$ cat config.mk
export PLATFORM = sky130hd
export DESIGN_NAME = gio_port
export DESIGN_NICKNAME = d
export VERILOG_FILES = /design/src/design/gio_pkg.sv /design/src/design/gio_port.sv
export SDC_FILE = /design/constraint.sdc
export NUM_CORES = 1
export LEC_CHECK = 0
export ABC_AREA = 0
export BUFFER_PORTS_ARGS = -buffer_cell sky130_fd_sc_hd__buf_2
export CORE_ASPECT_RATIO = 1.4
export CORE_MARGIN = 2
export CORE_UTILIZATION = 35
export CTS_CLUSTER_DIAMETER = 120
export DETAILED_ROUTE_END_ITERATION = 8
export GPL_ROUTABILITY_DRIVEN = 0
export SLEW_MARGIN = 10
export SYNTH_ARGS = -nofsm -noshare
export SYNTH_HDL_FRONTEND = slang
export SYNTH_SLANG_ARGS = --single-unit
$ cat constraint.sdc
create_clock -name i_clk -period 3.2 [get_ports i_clk]
set_input_delay 0.32 -clock i_clk [delete_from_list [all_inputs] [get_ports i_clk]]
set_output_delay 0.32 -clock i_clk [all_outputs]
set_load 0.01 [all_outputs]
$ cat src/design/gio_pkg.sv
/*
 * Constants, register offsets and carrier types for the general I/O port.
 * Assumes a single 200 MHz clock and a plain strobe register port.
 */
package gio_pkg;
   localparam int unsigned OUT_W = 16;
   localparam int unsigned AXES = 8;
   localparam int unsigned PIN_W = OUT_W + 2 * AXES;
   // register offsets
   localparam logic [3:0] OFF_SET = 4'h0;
   localparam logic [3:0] OFF_CLR = 4'h1;
   localparam logic [3:0] OFF_COND = 4'h2;
   localparam logic [3:0] OFF_PORT = 4'h3;
   localparam logic [3:0] OFF_SEL = 4'h4;
   localparam logic [3:0] OFF_LEVEL = 4'h5;
   localparam logic [3:0] OFF_GEN = 4'h6;
   localparam logic [3:0] OFF_AUX = 4'h7;
   localparam logic [3:0] OFF_WAIT = 4'h8;
   localparam logic [3:0] OFF_RANGE = 4'h9;
   localparam logic [3:0] OFF_MASK = 4'ha;
   localparam logic [3:0] OFF_RET = 4'hb;
   localparam logic [3:0] OFF_STAT = 4'hc;
   localparam logic [3:0] OFF_STEP = 4'hd;
   // field positions
   localparam int unsigned IDX_LSB = 0;
   localparam int unsigned IDX_W = 8;
   localparam int unsigned OPND_LSB = 8;
   localparam int unsigned END_LSB = 8;
   // index ranges
   localparam logic [7:0] GEN_FIRST = 8'h01;
   localparam logic [7:0] GEN_LAST = 8'h10;
   localparam logic [7:0] AUX_FIRST = 8'h51;
   localparam logic [7:0] AUX_LAST = 8'h60;
   // values after reset
   localparam logic [15:0] OUT_RST = 16'h0000;
   localparam logic [15:0] ARM_RST = 16'h0000;
   localparam logic [7:0] STEP_RST = 8'h00;
   localparam logic [15:0] RD_IDLE = 16'h0000;

   typedef struct packed {
      logic [3:0] addr;
      logic [15:0] wdata;
      logic wr;
      logic rd;
   } gio_req_t;

   typedef struct packed {
      logic [AXES-1:0] chan_b;
      logic [AXES-1:0] chan_a;
      logic [OUT_W-1:0] gen;
   } gio_pins_t;

   typedef enum logic {IRQ_IDLE, IRQ_HANDLER} gio_irq_st_t;
endpackage

$ cat src/design/gio_port.sv
/*
 * General I/O port: output latch with bit, conditional and word writes,
 * synchronised input reads, wait-on-level and input interrupt dispatch.
 * Assumes pins are asynchronous and the command interpreter uses the
 * strobe register port and honours o_stall and o_irq_take.
 */
// Chosen here: the address map and the strobed register port.
`timescale 1ns/1ps
module gio_port (
   input wire logic i_clk,
   input wire logic i_reset_n,
   input wire gio_pkg::gio_req_t i_req,
   input wire gio_pkg::gio_pins_t i_pins,
   output logic [15:0] o_rdata,
   output logic [15:0] o_out,
   output logic o_stall,
   output logic o_irq_take,
   output logic o_handler_active,
   output logic o_resume
);
   import gio_pkg::*;

   function automatic logic in_level(input logic [7:0] idx, input logic [31:0] lv);
      logic r;
      r = 1'b0;
      if (idx >= GEN_FIRST && idx <= GEN_LAST)
         r = lv[5'(idx - GEN_FIRST)];
      else if (idx >= AUX_FIRST && idx <= AUX_LAST)
         r = lv[5'(idx - AUX_FIRST) + 5'(OUT_W)];
      return r;
   endfunction

   logic [PIN_W-1:0] s1_ff, s2_ff, s3_ff, lvl_ff;
   logic [PIN_W-1:0] nxt_lvl;
   logic [PIN_W-1:0] pin_vec;
   logic [PIN_W-1:0] view;
   logic [2*AXES-1:0] aux_pair;
   logic [OUT_W-1:0] out_ff, nxt_out;
   logic [OUT_W-1:0] arm_ff, nxt_arm;
   logic [AXES-1:0] step_ff, nxt_step;
   logic [7:0] sel_ff, nxt_sel;
   logic [7:0] wait_idx_ff, nxt_wait_idx;
   logic wait_ff, nxt_wait;
   logic wait_low_ff, nxt_wait_low;
   logic [15:0] rdata_ff, nxt_rdata;
   gio_irq_st_t irq_st_ff, nxt_irq_st;
   logic take_ff, nxt_take;
   logic resume_ff, nxt_resume;
   logic active_ff, nxt_active;
   logic wr_set, wr_clr, wr_cond, wr_port, wr_ret;
   logic [3:0] bit_sel;
   logic bit_ok;
   logic [7:0] wsel;
   logic [7:0] rng_lo, rng_hi;

   assign pin_vec = i_pins;

   // aux A of axis k at 81+2k, B at 82+2k; stepper axes read as zero
   generate
      for (genvar k = 0; k < AXES; k++) begin : g_aux
         assign aux_pair[2*k] = lvl_ff[OUT_W + k] & ~step_ff[k];
         assign aux_pair[2*k+1] = lvl_ff[OUT_W + AXES + k] & ~step_ff[k];
      end
   endgenerate
   assign view = {aux_pair, lvl_ff[OUT_W-1:0]};

   // a level counts once the second and third stage agree
   always_comb begin
      for (int i = 0; i < PIN_W; i++) begin
         nxt_lvl[i] = (s2_ff[i] == s3_ff[i]) ? s3_ff[i] : lvl_ff[i];
      end
   end

   always_ff @(posedge i_clk or negedge i_reset_n) begin
      if (!i_reset_n) begin
         s1_ff <= '0;
         s2_ff <= '0;
         s3_ff <= '0;
         lvl_ff <= '0;
      end else begin
         s1_ff <= pin_vec;
         s2_ff <= s1_ff;
         s3_ff <= s2_ff;
         lvl_ff <= nxt_lvl;
      end
   end

   assign wr_set = i_req.wr && i_req.addr == OFF_SET;
   assign wr_clr = i_req.wr && i_req.addr == OFF_CLR;
   assign wr_cond = i_req.wr && i_req.addr == OFF_COND;
   assign wr_port = i_req.wr && i_req.addr == OFF_PORT;
   assign wr_ret = i_req.wr && i_req.addr == OFF_RET;
   assign wsel = i_req.wdata[IDX_LSB +: IDX_W];
   assign bit_ok = wsel >= GEN_FIRST && wsel <= GEN_LAST;
   assign bit_sel = 4'(wsel - GEN_FIRST);
   assign rng_lo = i_req.wdata[IDX_LSB +: IDX_W];
   assign rng_hi = i_req.wdata[END_LSB +: IDX_W];

   // output latch; indices outside 1..16 are ignored
   always_comb begin
      nxt_out = out_ff;
      if (wr_port)
         nxt_out = i_req.wdata[OUT_W-1:0];
      else if (bit_ok && wr_set)
         nxt_out[bit_sel] = 1'b1;
      else if (bit_ok && wr_clr)
         nxt_out[bit_sel] = 1'b0;
      else if (bit_ok && wr_cond)
         nxt_out[bit_sel] = |i_req.wdata[15:OPND_LSB];
   end

   // configuration: arm mask, stepper axes, input select
   always_comb begin
      nxt_arm = arm_ff;
      nxt_step = step_ff;
      nxt_sel = sel_ff;
      if (i_req.wr && i_req.addr == OFF_RANGE) begin
         for (int i = 0; i < OUT_W; i++) begin
            nxt_arm[i] = (8'(i + 1) >= rng_lo) && (8'(i + 1) <= rng_hi);
         end
      end
      if (i_req.wr && i_req.addr == OFF_MASK)
         nxt_arm = i_req.wdata[OUT_W-1:0];
      if (i_req.wr && i_req.addr == OFF_STEP)
         nxt_step = i_req.wdata[AXES-1:0];
      if (i_req.wr && i_req.addr == OFF_SEL)
         nxt_sel = wsel;
   end

   always_ff @(posedge i_clk or negedge i_reset_n) begin
      if (!i_reset_n) begin
         out_ff <= OUT_RST;
         arm_ff <= ARM_RST;
         step_ff <= STEP_RST;
         sel_ff <= '0;
      end else begin
         out_ff <= nxt_out;
         arm_ff <= nxt_arm;
         step_ff <= nxt_step;
         sel_ff <= nxt_sel;
      end
   end

   // wait on level: negative index (two's complement) waits for low
   always_comb begin
      nxt_wait = wait_ff;
      nxt_wait_idx = wait_idx_ff;
      nxt_wait_low = wait_low_ff;
      if (wait_ff && in_level(wait_idx_ff, view) != wait_low_ff)
         nxt_wait = 1'b0;
      if (i_req.wr && i_req.addr == OFF_WAIT) begin
         nxt_wait = 1'b1;
         nxt_wait_low = wsel[IDX_W-1];
         nxt_wait_idx = wsel[IDX_W-1] ? 8'(-wsel) : wsel;
      end
   end

   always_ff @(posedge i_clk or negedge i_reset_n) begin
      if (!i_reset_n) begin
         wait_ff <= 1'b0;
         wait_idx_ff <= '0;
         wait_low_ff <= 1'b0;
      end else begin
         wait_ff <= nxt_wait;
         wait_idx_ff <= nxt_wait_idx;
         wait_low_ff <= nxt_wait_low;
      end
   end

   // interrupt stays armed; a held low re-fires right after the return
   always_comb begin
      nxt_irq_st = irq_st_ff;
      nxt_take = 1'b0;
      nxt_resume = 1'b0;
      unique case (irq_st_ff)
         IRQ_IDLE: begin
            if (|(arm_ff & ~lvl_ff[OUT_W-1:0])) begin
               nxt_irq_st = IRQ_HANDLER;
               nxt_take = 1'b1;
            end
         end
         IRQ_HANDLER: begin
            if (wr_ret) begin
               nxt_irq_st = IRQ_IDLE;
               nxt_resume = 1'b1;
            end
         end
      endcase
      nxt_active = nxt_irq_st == IRQ_HANDLER;
   end

   always_ff @(posedge i_clk or negedge i_reset_n) begin
      if (!i_reset_n) begin
         irq_st_ff <= IRQ_IDLE;
         take_ff <= 1'b0;
         resume_ff <= 1'b0;
         active_ff <= 1'b0;
      end else begin
         irq_st_ff <= nxt_irq_st;
         take_ff <= nxt_take;
         resume_ff <= nxt_resume;
         active_ff <= nxt_active;
      end
   end

   // read data stands for one cycle only, zero otherwise
   always_comb begin
      nxt_rdata = RD_IDLE;
      if (i_req.rd) begin
         unique case (i_req.addr)
            OFF_PORT: nxt_rdata = out_ff;
            OFF_SEL: nxt_rdata = {8'h00, sel_ff};
            OFF_LEVEL: nxt_rdata = {15'h0000, in_level(sel_ff, view)};
            OFF_GEN: nxt_rdata = view[OUT_W-1:0];
            OFF_AUX: nxt_rdata = view[PIN_W-1:OUT_W];
            OFF_WAIT: nxt_rdata = {8'h00, wait_low_ff ? 8'(-wait_idx_ff) : wait_idx_ff};
            OFF_MASK: nxt_rdata = arm_ff;
            OFF_STAT: nxt_rdata = {14'h0000, wait_ff, irq_st_ff == IRQ_HANDLER};
            OFF_STEP: nxt_rdata = {8'h00, step_ff};
            default: nxt_rdata = RD_IDLE;
         endcase
      end
   end

   always_ff @(posedge i_clk or negedge i_reset_n) begin
      if (!i_reset_n)
         rdata_ff <= RD_IDLE;
      else
         rdata_ff <= nxt_rdata;
   end

   assign o_rdata = rdata_ff;
   assign o_out = out_ff;
   assign o_stall = wait_ff;
   assign o_irq_take = take_ff;
   // own copy of the state, so the port comes straight off a flop
   assign o_handler_active = active_ff;
   assign o_resume = resume_ff;

   a_set_bit_three: assert property (@(posedge i_clk) disable iff (!i_reset_n)
      (i_req.wr && i_req.addr == OFF_SET && i_req.wdata[7:0] == 8'h03)
      |=> o_out[2] && o_out[1:0] == $past(o_out[1:0]))
      else $error("set of bit 3 failed");
   a_clr_bit_one: assert property (@(posedge i_clk) disable iff (!i_reset_n)
      (i_req.wr && i_req.addr == OFF_CLR && i_req.wdata[7:0] == 8'h01)
      |=> !o_out[0] && o_out[15:1] == $past(o_out[15:1]))
      else $error("clear of bit 1 failed");
   a_cond_zero_clr: assert property (@(posedge i_clk) disable iff (!i_reset_n)
      (i_req.wr && i_req.addr == OFF_COND && i_req.wdata == 16'h0001) |=> !o_out[0])
      else $error("zero operand did not clear");
   a_port_word_load: assert property (@(posedge i_clk) disable iff (!i_reset_n)
      (i_req.wr && i_req.addr == OFF_PORT) |=> o_out == $past(i_req.wdata))
      else $error("word write not loaded");
   a_mask_arm_five: assert property (@(posedge i_clk) disable iff (!i_reset_n)
      (i_req.wr && i_req.addr == OFF_MASK && i_req.wdata == 16'h0005)
      |=> arm_ff == 16'h0005)
      else $error("mask arm wrong");
   a_range_arm_span: assert property (@(posedge i_clk) disable iff (!i_reset_n)
      (i_req.wr && i_req.addr == OFF_RANGE && i_req.wdata == 16'h0402)
      |=> arm_ff == 16'h000e)
      else $error("range arm wrong");
   a_irq_take_low: assert property (@(posedge i_clk) disable iff (!i_reset_n)
      (!o_handler_active && |(arm_ff & ~lvl_ff[OUT_W-1:0]))
      |=> o_irq_take && o_handler_active)
      else $error("armed low not taken");
   a_no_retake_busy: assert property (@(posedge i_clk) disable iff (!i_reset_n)
      (o_handler_active && !wr_ret) |=> !o_irq_take && o_handler_active)
      else $error("interrupt retaken in handler");
   a_return_resume: assert property (@(posedge i_clk) disable iff (!i_reset_n)
      (o_handler_active && wr_ret) |=> o_resume && !o_handler_active ##1 !o_resume)
      else $error("return did not resume");
   a_wait_release: assert property (@(posedge i_clk) disable iff (!i_reset_n)
      (o_stall && !(i_req.wr && i_req.addr == OFF_WAIT)
      && in_level(wait_idx_ff, view) != wait_low_ff) |=> !o_stall)
      else $error("wait not released");
   a_wait_stall_set: assert property (@(posedge i_clk) disable iff (!i_reset_n)
      (i_req.wr && i_req.addr == OFF_WAIT) |=> o_stall)
      else $error("wait did not stall");
   a_take_one_cycle: assert property (@(posedge i_clk) disable iff (!i_reset_n)
      o_irq_take |=> !o_irq_take)
      else $error("take pulse too long");
   a_read_idle_zero: assert property (@(posedge i_clk) disable iff (!i_reset_n)
      !i_req.rd |=> o_rdata == RD_IDLE)
      else $error("read data outside its cycle");
   a_out_hold_idle: assert property (@(posedge i_clk) disable iff (!i_reset_n)
      !i_req.wr |=> o_out == $past(o_out))
      else $error("outputs changed without a write");
   a_step_aux_hidden: assert property (@(posedge i_clk) disable iff (!i_reset_n)
      (i_req.rd && i_req.addr == OFF_AUX && step_ff[1])
      |=> o_rdata[3:2] == 2'b00)
      else $error("stepper aux input visible");
endmodule

# After elaboration in Yosys (flattened, before gate mapping)
# Index checks and enable logic that the tools add are counted.
# Widths: inputs -> output; s select.
dict set report word_totals {
  ff_bits 205
  out_inout_bits 36
  wordCells 254
}
dict set report classes {
  magnitude_cmp 48
  n_mux 33
  addsub 9
  reduce_logical 42
  n_bitwise 30
  n_eq_ne 46
}
# operator count
set ops {}
lappend ops {{$pmux 16 s9} 1}
lappend ops {{$mux 16} 7}
lappend ops {{$ge 4x8->1 const A} 8}
lappend ops {{$le 4x8->1 const A} 8}
lappend ops {{$logic_and 1x1->1} 36}
lappend ops {{$and 16x16->16} 2}
lappend ops {{$eq 1x1->1} 32}
lappend ops {{$ge 3x8->1 const A} 4}
lappend ops {{$le 3x8->1 const A} 4}
lappend ops {{$not 16->16} 2}
lappend ops {{$eq 4x4->1 const B} 6}
lappend ops {{$ge 8x1->1 const B} 3}
lappend ops {{$le 8x5->1 const B} 3}
lappend ops {{$lt 5x6->1 const B} 4}
lappend ops {{$bmux 1 s5} 4}
lappend ops {{$and 1x1->1} 16}
lappend ops {{$bwmux 16} 1}
lappend ops {{$eq 4x3->1 const B} 4}
lappend ops {{$ge 2x8->1 const A} 2}
lappend ops {{$ge 8x7->1 const B} 2}
lappend ops {{$le 2x8->1 const A} 2}
lappend ops {{$le 8x7->1 const B} 2}
lappend ops {{$mux 1} 16}
lappend ops {{$mux 8} 2}
lappend ops {{23 further kinds} 37}

# Longest topological paths before layout
# Gate-level depths: netlist of run 1.
dict set report logic_depth {
  ltp_word 10
  depth_mapped 11
  depth_no_buf 8
}

# Least setup slack after synthesis of run 1
# Ideal clock, no wire load.
dict set report synth_path {
  path_kind {register to register}
  from {reg wait_idx_ff[0]}
  to {reg wait_ff (netlist: o_stall)}
  arrival_time_ps 2607
  period_less_slack_ps 2676
  stages_incl_launch_ff 11
  path_buffers 3
  slack_ps 524
  t_required_ps 3131
  path_cell_list {dfrtp_1 -> buf_2 -> buf_2 -> inv_1 -> ha_1 -> clkbuf_1 -> mux4_2 -> mux2i_1 -> a2111oi_0 -> mux2_2 -> nand3_1}
}
dict set report synth_between {
  elab_chain_cells 9
  word_cells_on_any_way 18
  cone_classes {add/sub (3); order compare (4); eq/ne (1); mux (6); reduce/logical (4)}
}
# item line
set synth_lines {}
lappend synth_lines {{start, declared} gio_port.sv:42} ;# logic [7:0] wait_idx_ff, nxt_wait_idx;
lappend synth_lines {{start signal, assigned} gio_port.sv:165} ;# wait_idx_ff <= nxt_wait_idx;
lappend synth_lines {{$sub 5x5->5} gio_port.sv:29} ;# r = lv[5'(idx - AUX_FIRST) + 5'(OUT_W)];
lappend synth_lines {{$add 5x5->5} gio_port.sv:29}
lappend synth_lines {{$bmux 1 s5} gio_port.sv:29}
lappend synth_lines {{$mux 1 (not written as such)} gio_port.sv:29}
lappend synth_lines {{$mux 1} gio_port.sv:28} ;# else if (idx >= AUX_FIRST && idx <= AUX_LAST)
lappend synth_lines {{$mux 1 (*)} gio_port.sv:26} ;# if (idx >= GEN_FIRST && idx <= GEN_LAST)
lappend synth_lines {{$ne 1x1->1 (*)} gio_port.sv:149} ;# if (wait_ff && in_level(wait_idx_ff, view) != wait_low_ff)
lappend synth_lines {{$logic_and 1x1->1 (*)} gio_port.sv:149}
lappend synth_lines {{$reduce_bool 2->1 (no source line) (*)} -}
lappend synth_lines {{end signal, assigned} gio_port.sv:164} ;# wait_ff <= nxt_wait;
lappend synth_lines {{end, declared} gio_port.sv:43} ;# logic wait_ff, nxt_wait;
# Every way passes the cells marked *; elsewhere a longest branch is shown, timed or not. The select of a mux whose other input is x is not followed.
# A chain may end at the register's enable or synchronous reset.

# Worst setup path in the final report of run 1
dict set report layout_path {
  from {reg wait_idx_ff[1]}
  to {reg wait_ff (netlist: o_stall)}
}
# The elaborated chain is that of the path after synthesis.

==> results of run 1 <==
-- layout make-up --
cell class,count,area share (%)
Clock inverter,11,1.17
Inverter,26,0.869
Multi-Input combinational cell,553,34.6
Tap cell,324,3.61
Clock buffer,28,5.55
Timing Repair Buffer,143,8.46
Antenna cell,1,0.0223
Sequential cell,205,45.7
-- power by group through the flow --
stage	combinational (mW)	sequential [mW]	clock (mW)
finish	1.26	3.15	2.61
global route	1.37	3.18	2.79
CTS	1.25	3.14	2.67
detailed placement	1.21	3.19	0
global placement	1.19	3.18	0
floorplan	0.840	3.06	0
-- registers in the layout, indices dropped and copies added, names as in the netlist, 8 cells and up --
signal,count
lvl_ff,32
s1_ff,32
s2_ff,32
s3_ff,32
arm_ff,16
o_out,16
o_rdata,16
sel_ff,8
step_ff,8
wait_idx_ff,8
-- routing by layer --
layer | track usage (%) | part of all wire, % | vias up
met1 | 24.2 | 38 | 3523
met4 | 10.8 | 5.7 | 0
met3 | 2.38 | 6.7 | 81
met2 | 32.9 | 49 | 354
li1 | - | - | 3325
met5 | 0 | 0 | -
-- final timing paths --
path | cells after the start | slack [ps] | startpoint | to
min reg2reg | 0 | 340 | s1_ff[24]$_DFF_PN0_ | s2_ff[24]$_DFF_PN0_
min in group asynchronous | 2 | 350 | i_reset_n | s1_ff[29]$_DFF_PN0_
max reg2reg | 8 | 640 | wait_idx_ff[1]$_DFFE_PN0P_ | o_stall$_DFFE_PN0P_
max | 8 | 640 | wait_idx_ff[1]$_DFFE_PN0P_ | o_stall$_DFFE_PN0P_
min | 3 | 130 | i_req[17] | o_out[15]$_DFFE_PN0P_
max in group asynchronous | 3 | 2040 | i_reset_n | lvl_ff[19]$_DFFE_PN0N_
-- cell families after synthesis --
| group | Yosys count | synth area share [%] |
|---|---|---|
| flip-flops | 205 | 55.1 |
| multiplexers | 45 | 6.50 |
| AO/OA/AOI/OAI | 233 | 17.7 |
| buffers and inverters | 79 | 3.26 |
| XOR/XNOR | 16 | 1.50 |
| AND/OR/NAND/NOR | 217 | 11.2 |
| adder cells (fa/ha/maj) | 42 | 4.78 |
-- worst register-to-register path, stage by stage (launching register included) --
cell and delay [ps]:
dfrtp_1 410, inv_1 110, ha_1 260, or3b_1 490, nor3_1 220, a41oi_1 90
a2111oi_0 430, mux2_2 390, nand3_1 80
-- cells in the final DEF, fill, tap and decap left out, types with 12 or more instances in the layout --
cell,instances
buf_2,90
inv_1,26
o21ai_0,39
dlygate4sd3_1,33
buf_4,18
a221oi_1,21
nor2_1,53
nand2b_1,12
a21oi_1,37
nand2_1,74
nor3_1,20
dfrtp_1,205
o21a_1,15
a222oi_1,12
clkbuf_16,22
mux2_2,14
o22ai_1,19
maj3_1,32
mux2i_1,20
o2bb2ai_1,15
==> flow_summary.yaml, run 1 <==
worst_hold_path:
  hold_class: "in2reg"
place:
  hpwlAfterDp_um: 19600
  place_area_mm2: 0.0101
  placed_cells: 1218
  portBuffers: 91
  dp_slack_ps: 404
die:
  core_area_mm2: 0.0262
  die_x_um: 142
  ioPinCount: 92
  die_h_um: 197
  std_cell_rows: 70
  start_util_pct: 35.6
  die_area_mm2: 0.0280
sta:
  tns_ps: 0
  hold_viol_final: 0
  rsz0062_at_grt: "false"
  period_needed_ps: 2560
  fin_hold_ws_ps: 134
  max_freq_ghz: 0.390
  clock-skew-final_ps: 23.9
  worst_slew_pin_slew_ps: 976
  slew_headroom_pct: 34.4
  postLayoutSetupSlackWorst_ps: 636
  post-route-period-util_pct: 80.1
  final-setup-viol-count: 0
  drv_slew: 0
setup_path:
  startpoint_type: "flip-flop"
  cp_data_required_time_ps: 3620
  critical_path.max_fanout: 7
  critPathTopFamily: "simple AND/OR/NAND/NOR gates"
  cpMaxStageDelayCell: "or3b_1"
  crit_type: "reg2reg"
  cp-end-kind: "flip-flop"
  cp_cell_sequence: "inv_1 > ha_1 > or3b_1 > nor3_1 > a41oi_1 > a2111oi_0 > mux2_2 > nand3_1"
  cp_data_arrival_time_ps: 2980
  cpPeakStageDelay_ps: 480
  worst-path-buf-inv: 1
pwr:
  power_frac_comb_pct: 17.9
  pwr-share-seq_pct: 44.9
  p_sw_mw: 2.04
  total_power_mw: 7.01
  swShare_pct: 29.1
  power.density_mw_per_mm2: 625
  clkPwrFrac_pct: 37.2
  vdd_ir_drop_max_v: 0.000335
  internal-power_mw: 4.97
  p_leak_nw: 4.76
clocking:
  cts_buffers: 22
  cts.reportedPaths.clkPinSlew_ps: 60
  ctsHoldBuffers: 33
  h-tree-depth: 1
  cts_num_sinks: 205
  cts-root-buf: "clkbuf_16"
  cts_resized: 0
  cts_setup_buffers: 0
  insertion_delay_ps: 520
  cts_tree: "built"
  clock_path_buffers: 3
logic_synthesis:
  synth-seq-cells: 205
  synthArstFlopShare_pct: 100
  yosysSeqAreaShare_pct: 55.1
  synth_cells: 837
  yosys.area.top_type: "dfrtp_1"
  yosys-top-cells-count: "dfrtp_1, nand2_1, nor2_1"
  yosysTopAreaCellShare_pct: 55.1
  synthFlopType: "dfrtp_1"
  avgSynthCellArea_um2: 11.1
  synth_edf_count: 0
  yosys_warnings: 0
  yosysUniqueCellTypes: 58
  yosysMostFrequentCell: "dfrtp_1"
  synth_area_leaders: "dfrtp_1, maj3_1, nand2_1, mux4_2, mux2i_1"
  syn-num-nets: 903
  netlist_area_mm2: 0.00932
status:
  status: "completed"
grt:
  grt_util_all_layers_pct: 19.5
  first_global_vias: 7346
  antenna_found_initial: 1
  grt_max_degree: 71
  grt_pass1_wl_um: 42000
  grt-ovfl-total: 0
route:
  vias: 7283
  vias_per_cell: 5.64
  wl_um: 27200
  ant_nets: 0
  drc: 0
  first_pass_iters: 5
  drt_iter0_markers: 603
  wl_per_cell_um: 21.1
cells_and_area:
  nFillCells: 2495
  fin_area_mm2: 0.0112
  finalNonFillerCells: 1291
  multi_input_area_mm2: 0.00389
  layout-drive-gt1-share_pct: 18.7
  seq_area_mm2: 0.00513
  nNetsFinal: 1017
  area_delta_synth_final_pct: 20.5
  utilization_pct: 42.9
flow_run:
  maxCapViolCount: 0
Power figures use the tool's default switching activity.
==> run 2: changes to the inputs <==
clock period = 2.55 ns   (was 3.2 ns; I/O delays follow)
==> run 2 against run 1 <==
Effect of this change:
- maximum frequency increased by 7.9%
- power increased by 25%
- final area increased by 2.2%
==> flow_summary.yaml, run 2 (synthesis gave the netlist of run 1 again) <==
setup_path:
  cp-startpoint: "wait_idx_ff[1]$_DFFE_PN0P_"
  cp_data_arrival_time_ps: 2730
  cpMostUsedCell: "a2111oi_2"
  r2r-start: "wait_idx_ff[1]$_DFFE_PN0P_"
  cpPeakStageDelay_ps: 470
  critical_path.max_fanout: 7
  cpMaxStageDelayCell: "or3b_1"
  cp_cell_sequence: "inv_1 > ha_1 > or3b_1 > and2_1 > a2111oi_2 > a2111oi_2 > mux2_2 > nand3_1"
  startpoint_type: "flip-flop"
  cp-end-kind: "flip-flop"
  cp_data_required_time_ps: 2910
  crit_type: "reg2reg"
pwr:
  p_leak_nw: 4.92
  power.density_mw_per_mm2: 766
  vdd_ir_drop_max_v: 0.000585
grt:
  grt_util_all_layers_pct: 20.4
  grt_max_degree: 77
  first_global_vias: 7468
  antenna_found_initial: 0
  grt-ovfl-total: 0
  grt_pass1_wl_um: 43300
die:
  die_area_mm2: 0.0280
  ioPinCount: 92
  core_area_mm2: 0.0262
  die_x_um: 142
  start_util_pct: 35.6
  die_h_um: 197
  std_cell_rows: 70
route:
  first_pass_iters: 6
  vias: 7480
  wl_um: 27800
  wl_per_cell_um: 21.0
  ant_nets: 0
  drt_iter0_markers: 517
  vias_per_cell: 5.65
  drc: 0
clocking:
  cts_buffers: 22
  cts_num_sinks: 205
  insertion_delay_ps: 530
  cts.reportedPaths.clkPinSlew_ps: 70
  h-tree-depth: 1
  cts_setup_buffers: 0
  cts-root-buf: "clkbuf_16"
  cts_tree: "built"
  clock_path_buffers: 3
cells_and_area:
  finalNonFillerCells: 1323
  nNetsFinal: 1051
  final_cell_mix: "dfrtp_1, buf_2, nand2_1, nor2_1, buf_4"
  final_common_cell: "dfrtp_1"
  utilization_pct: 43.8
  area_delta_synth_final_pct: 23.1
  fin_area_mm2: 0.0115
  insertedDiodeCount: 0
  layout-drive-gt1-share_pct: 21.6
sta:
  drv_slew: 0
  rsz0062_at_grt: "false"
  final-setup-viol-count: 0
  clock-skew-final_ps: 23.4
  slew_headroom_pct: 36.9
  post-route-period-util_pct: 93.1
  fin_hold_ws_ps: 43.6
  worst_slew_pin_slew_ps: 944
  max_freq_ghz: 0.421
  hold_viol_final: 0
  tns_ps: 0
  period_needed_ps: 2380
status:
  status: "completed"
place:
  place_area_mm2: 0.0104
  placed_cells: 1252
  portBuffers: 91
  hpwlAfterDp_um: 20500
worst_hold_path:
  hold_path_startpoint: "i_req[17]"
  hold_class: "in2reg"
flow_run:
  maxCapViolCount: 0
## run 2: changes by cell type in the layout (fill, tap and decap cells not counted), sizes merged
cell    before  now
buf        109  143
clkbuf      29   27
clkinv       8   10
diode        1    0
inv         27   26
## run 2: cell type report
type                       count  area, µm²
tap                          324        405
clock buffer                  26        596
fill                        2481      14700
clock inverter                12        125
inverter                      26       97.6
timing repair buffer         177       1220
sequential                   205       5130
multi-input combinational    553       3900
## run 2: through the flow
step	total power, mW	setup WS, ps
after floorplan	4.90	12.9
after global placement	5.54	158
after detailed placement	5.58	116
after CTS	8.86	112
after global routing	9.21	21.3
final	8.78	175
## run 2: final timing paths
check	slack (ps)	cells past startpoint	end
setup / recovery	170	8	o_stall$_DFFE_PN0P_
hold / removal	40	3	o_out[15]$_DFFE_PN0P_
setup reg to reg	170	8	o_stall$_DFFE_PN0P_
hold reg to reg	330	0	s2_ff[31]$_DFF_PN0_
max in group asynchronous	1490	3	s2_ff[14]$_DFF_PN0_
min in group asynchronous	310	2	s1_ff[1]$_DFF_PN0_
## run 2: what timing repair did
| item | in CTS | in global routing |
|---|---|---|
| endpoints found under the setup margin | 0 | 1 |
| resized for setup | 0 | 3 |
| hold buffers | 33 | 0 |
| hold endpoints to repair | 102 | 0 |
## run 2: layer usage
| layer | wire length, µm | global-route usage, % | share of wire [%] | vias to the layer above |
|---|---|---|---|---|
| met4 | 1660 | 12.1 | 6.0 | 0 |
| met1 | 10600 | 23.9 | 38 | 3698 |
| li1 | - | - | - | 3395 |
| met5 | 0 | 0 | 0 | - |
| met2 | 14100 | 35.3 | 51 | 296 |
| met3 | 1460 | 2.98 | 5.2 | 91 |
## run 2: power breakdown
part / switching, mW / internal, mW
clock: 1.33 / 1.87
sequential: 0.406 / 3.56
combinational: 0.835 / 0.784
## run 2: worst max-delay path, delay by kind of cell (launching register included)
family | cells | cell delay, ps
multiplexers | 1 | 230
adder cells (fa/ha/maj) | 1 | 230
AND/OR/NAND/NOR | 3 | 760
flip-flops | 1 | 410
AO/OA/AOI/OAI | 2 | 480
buffers and inverters | 1 | 100
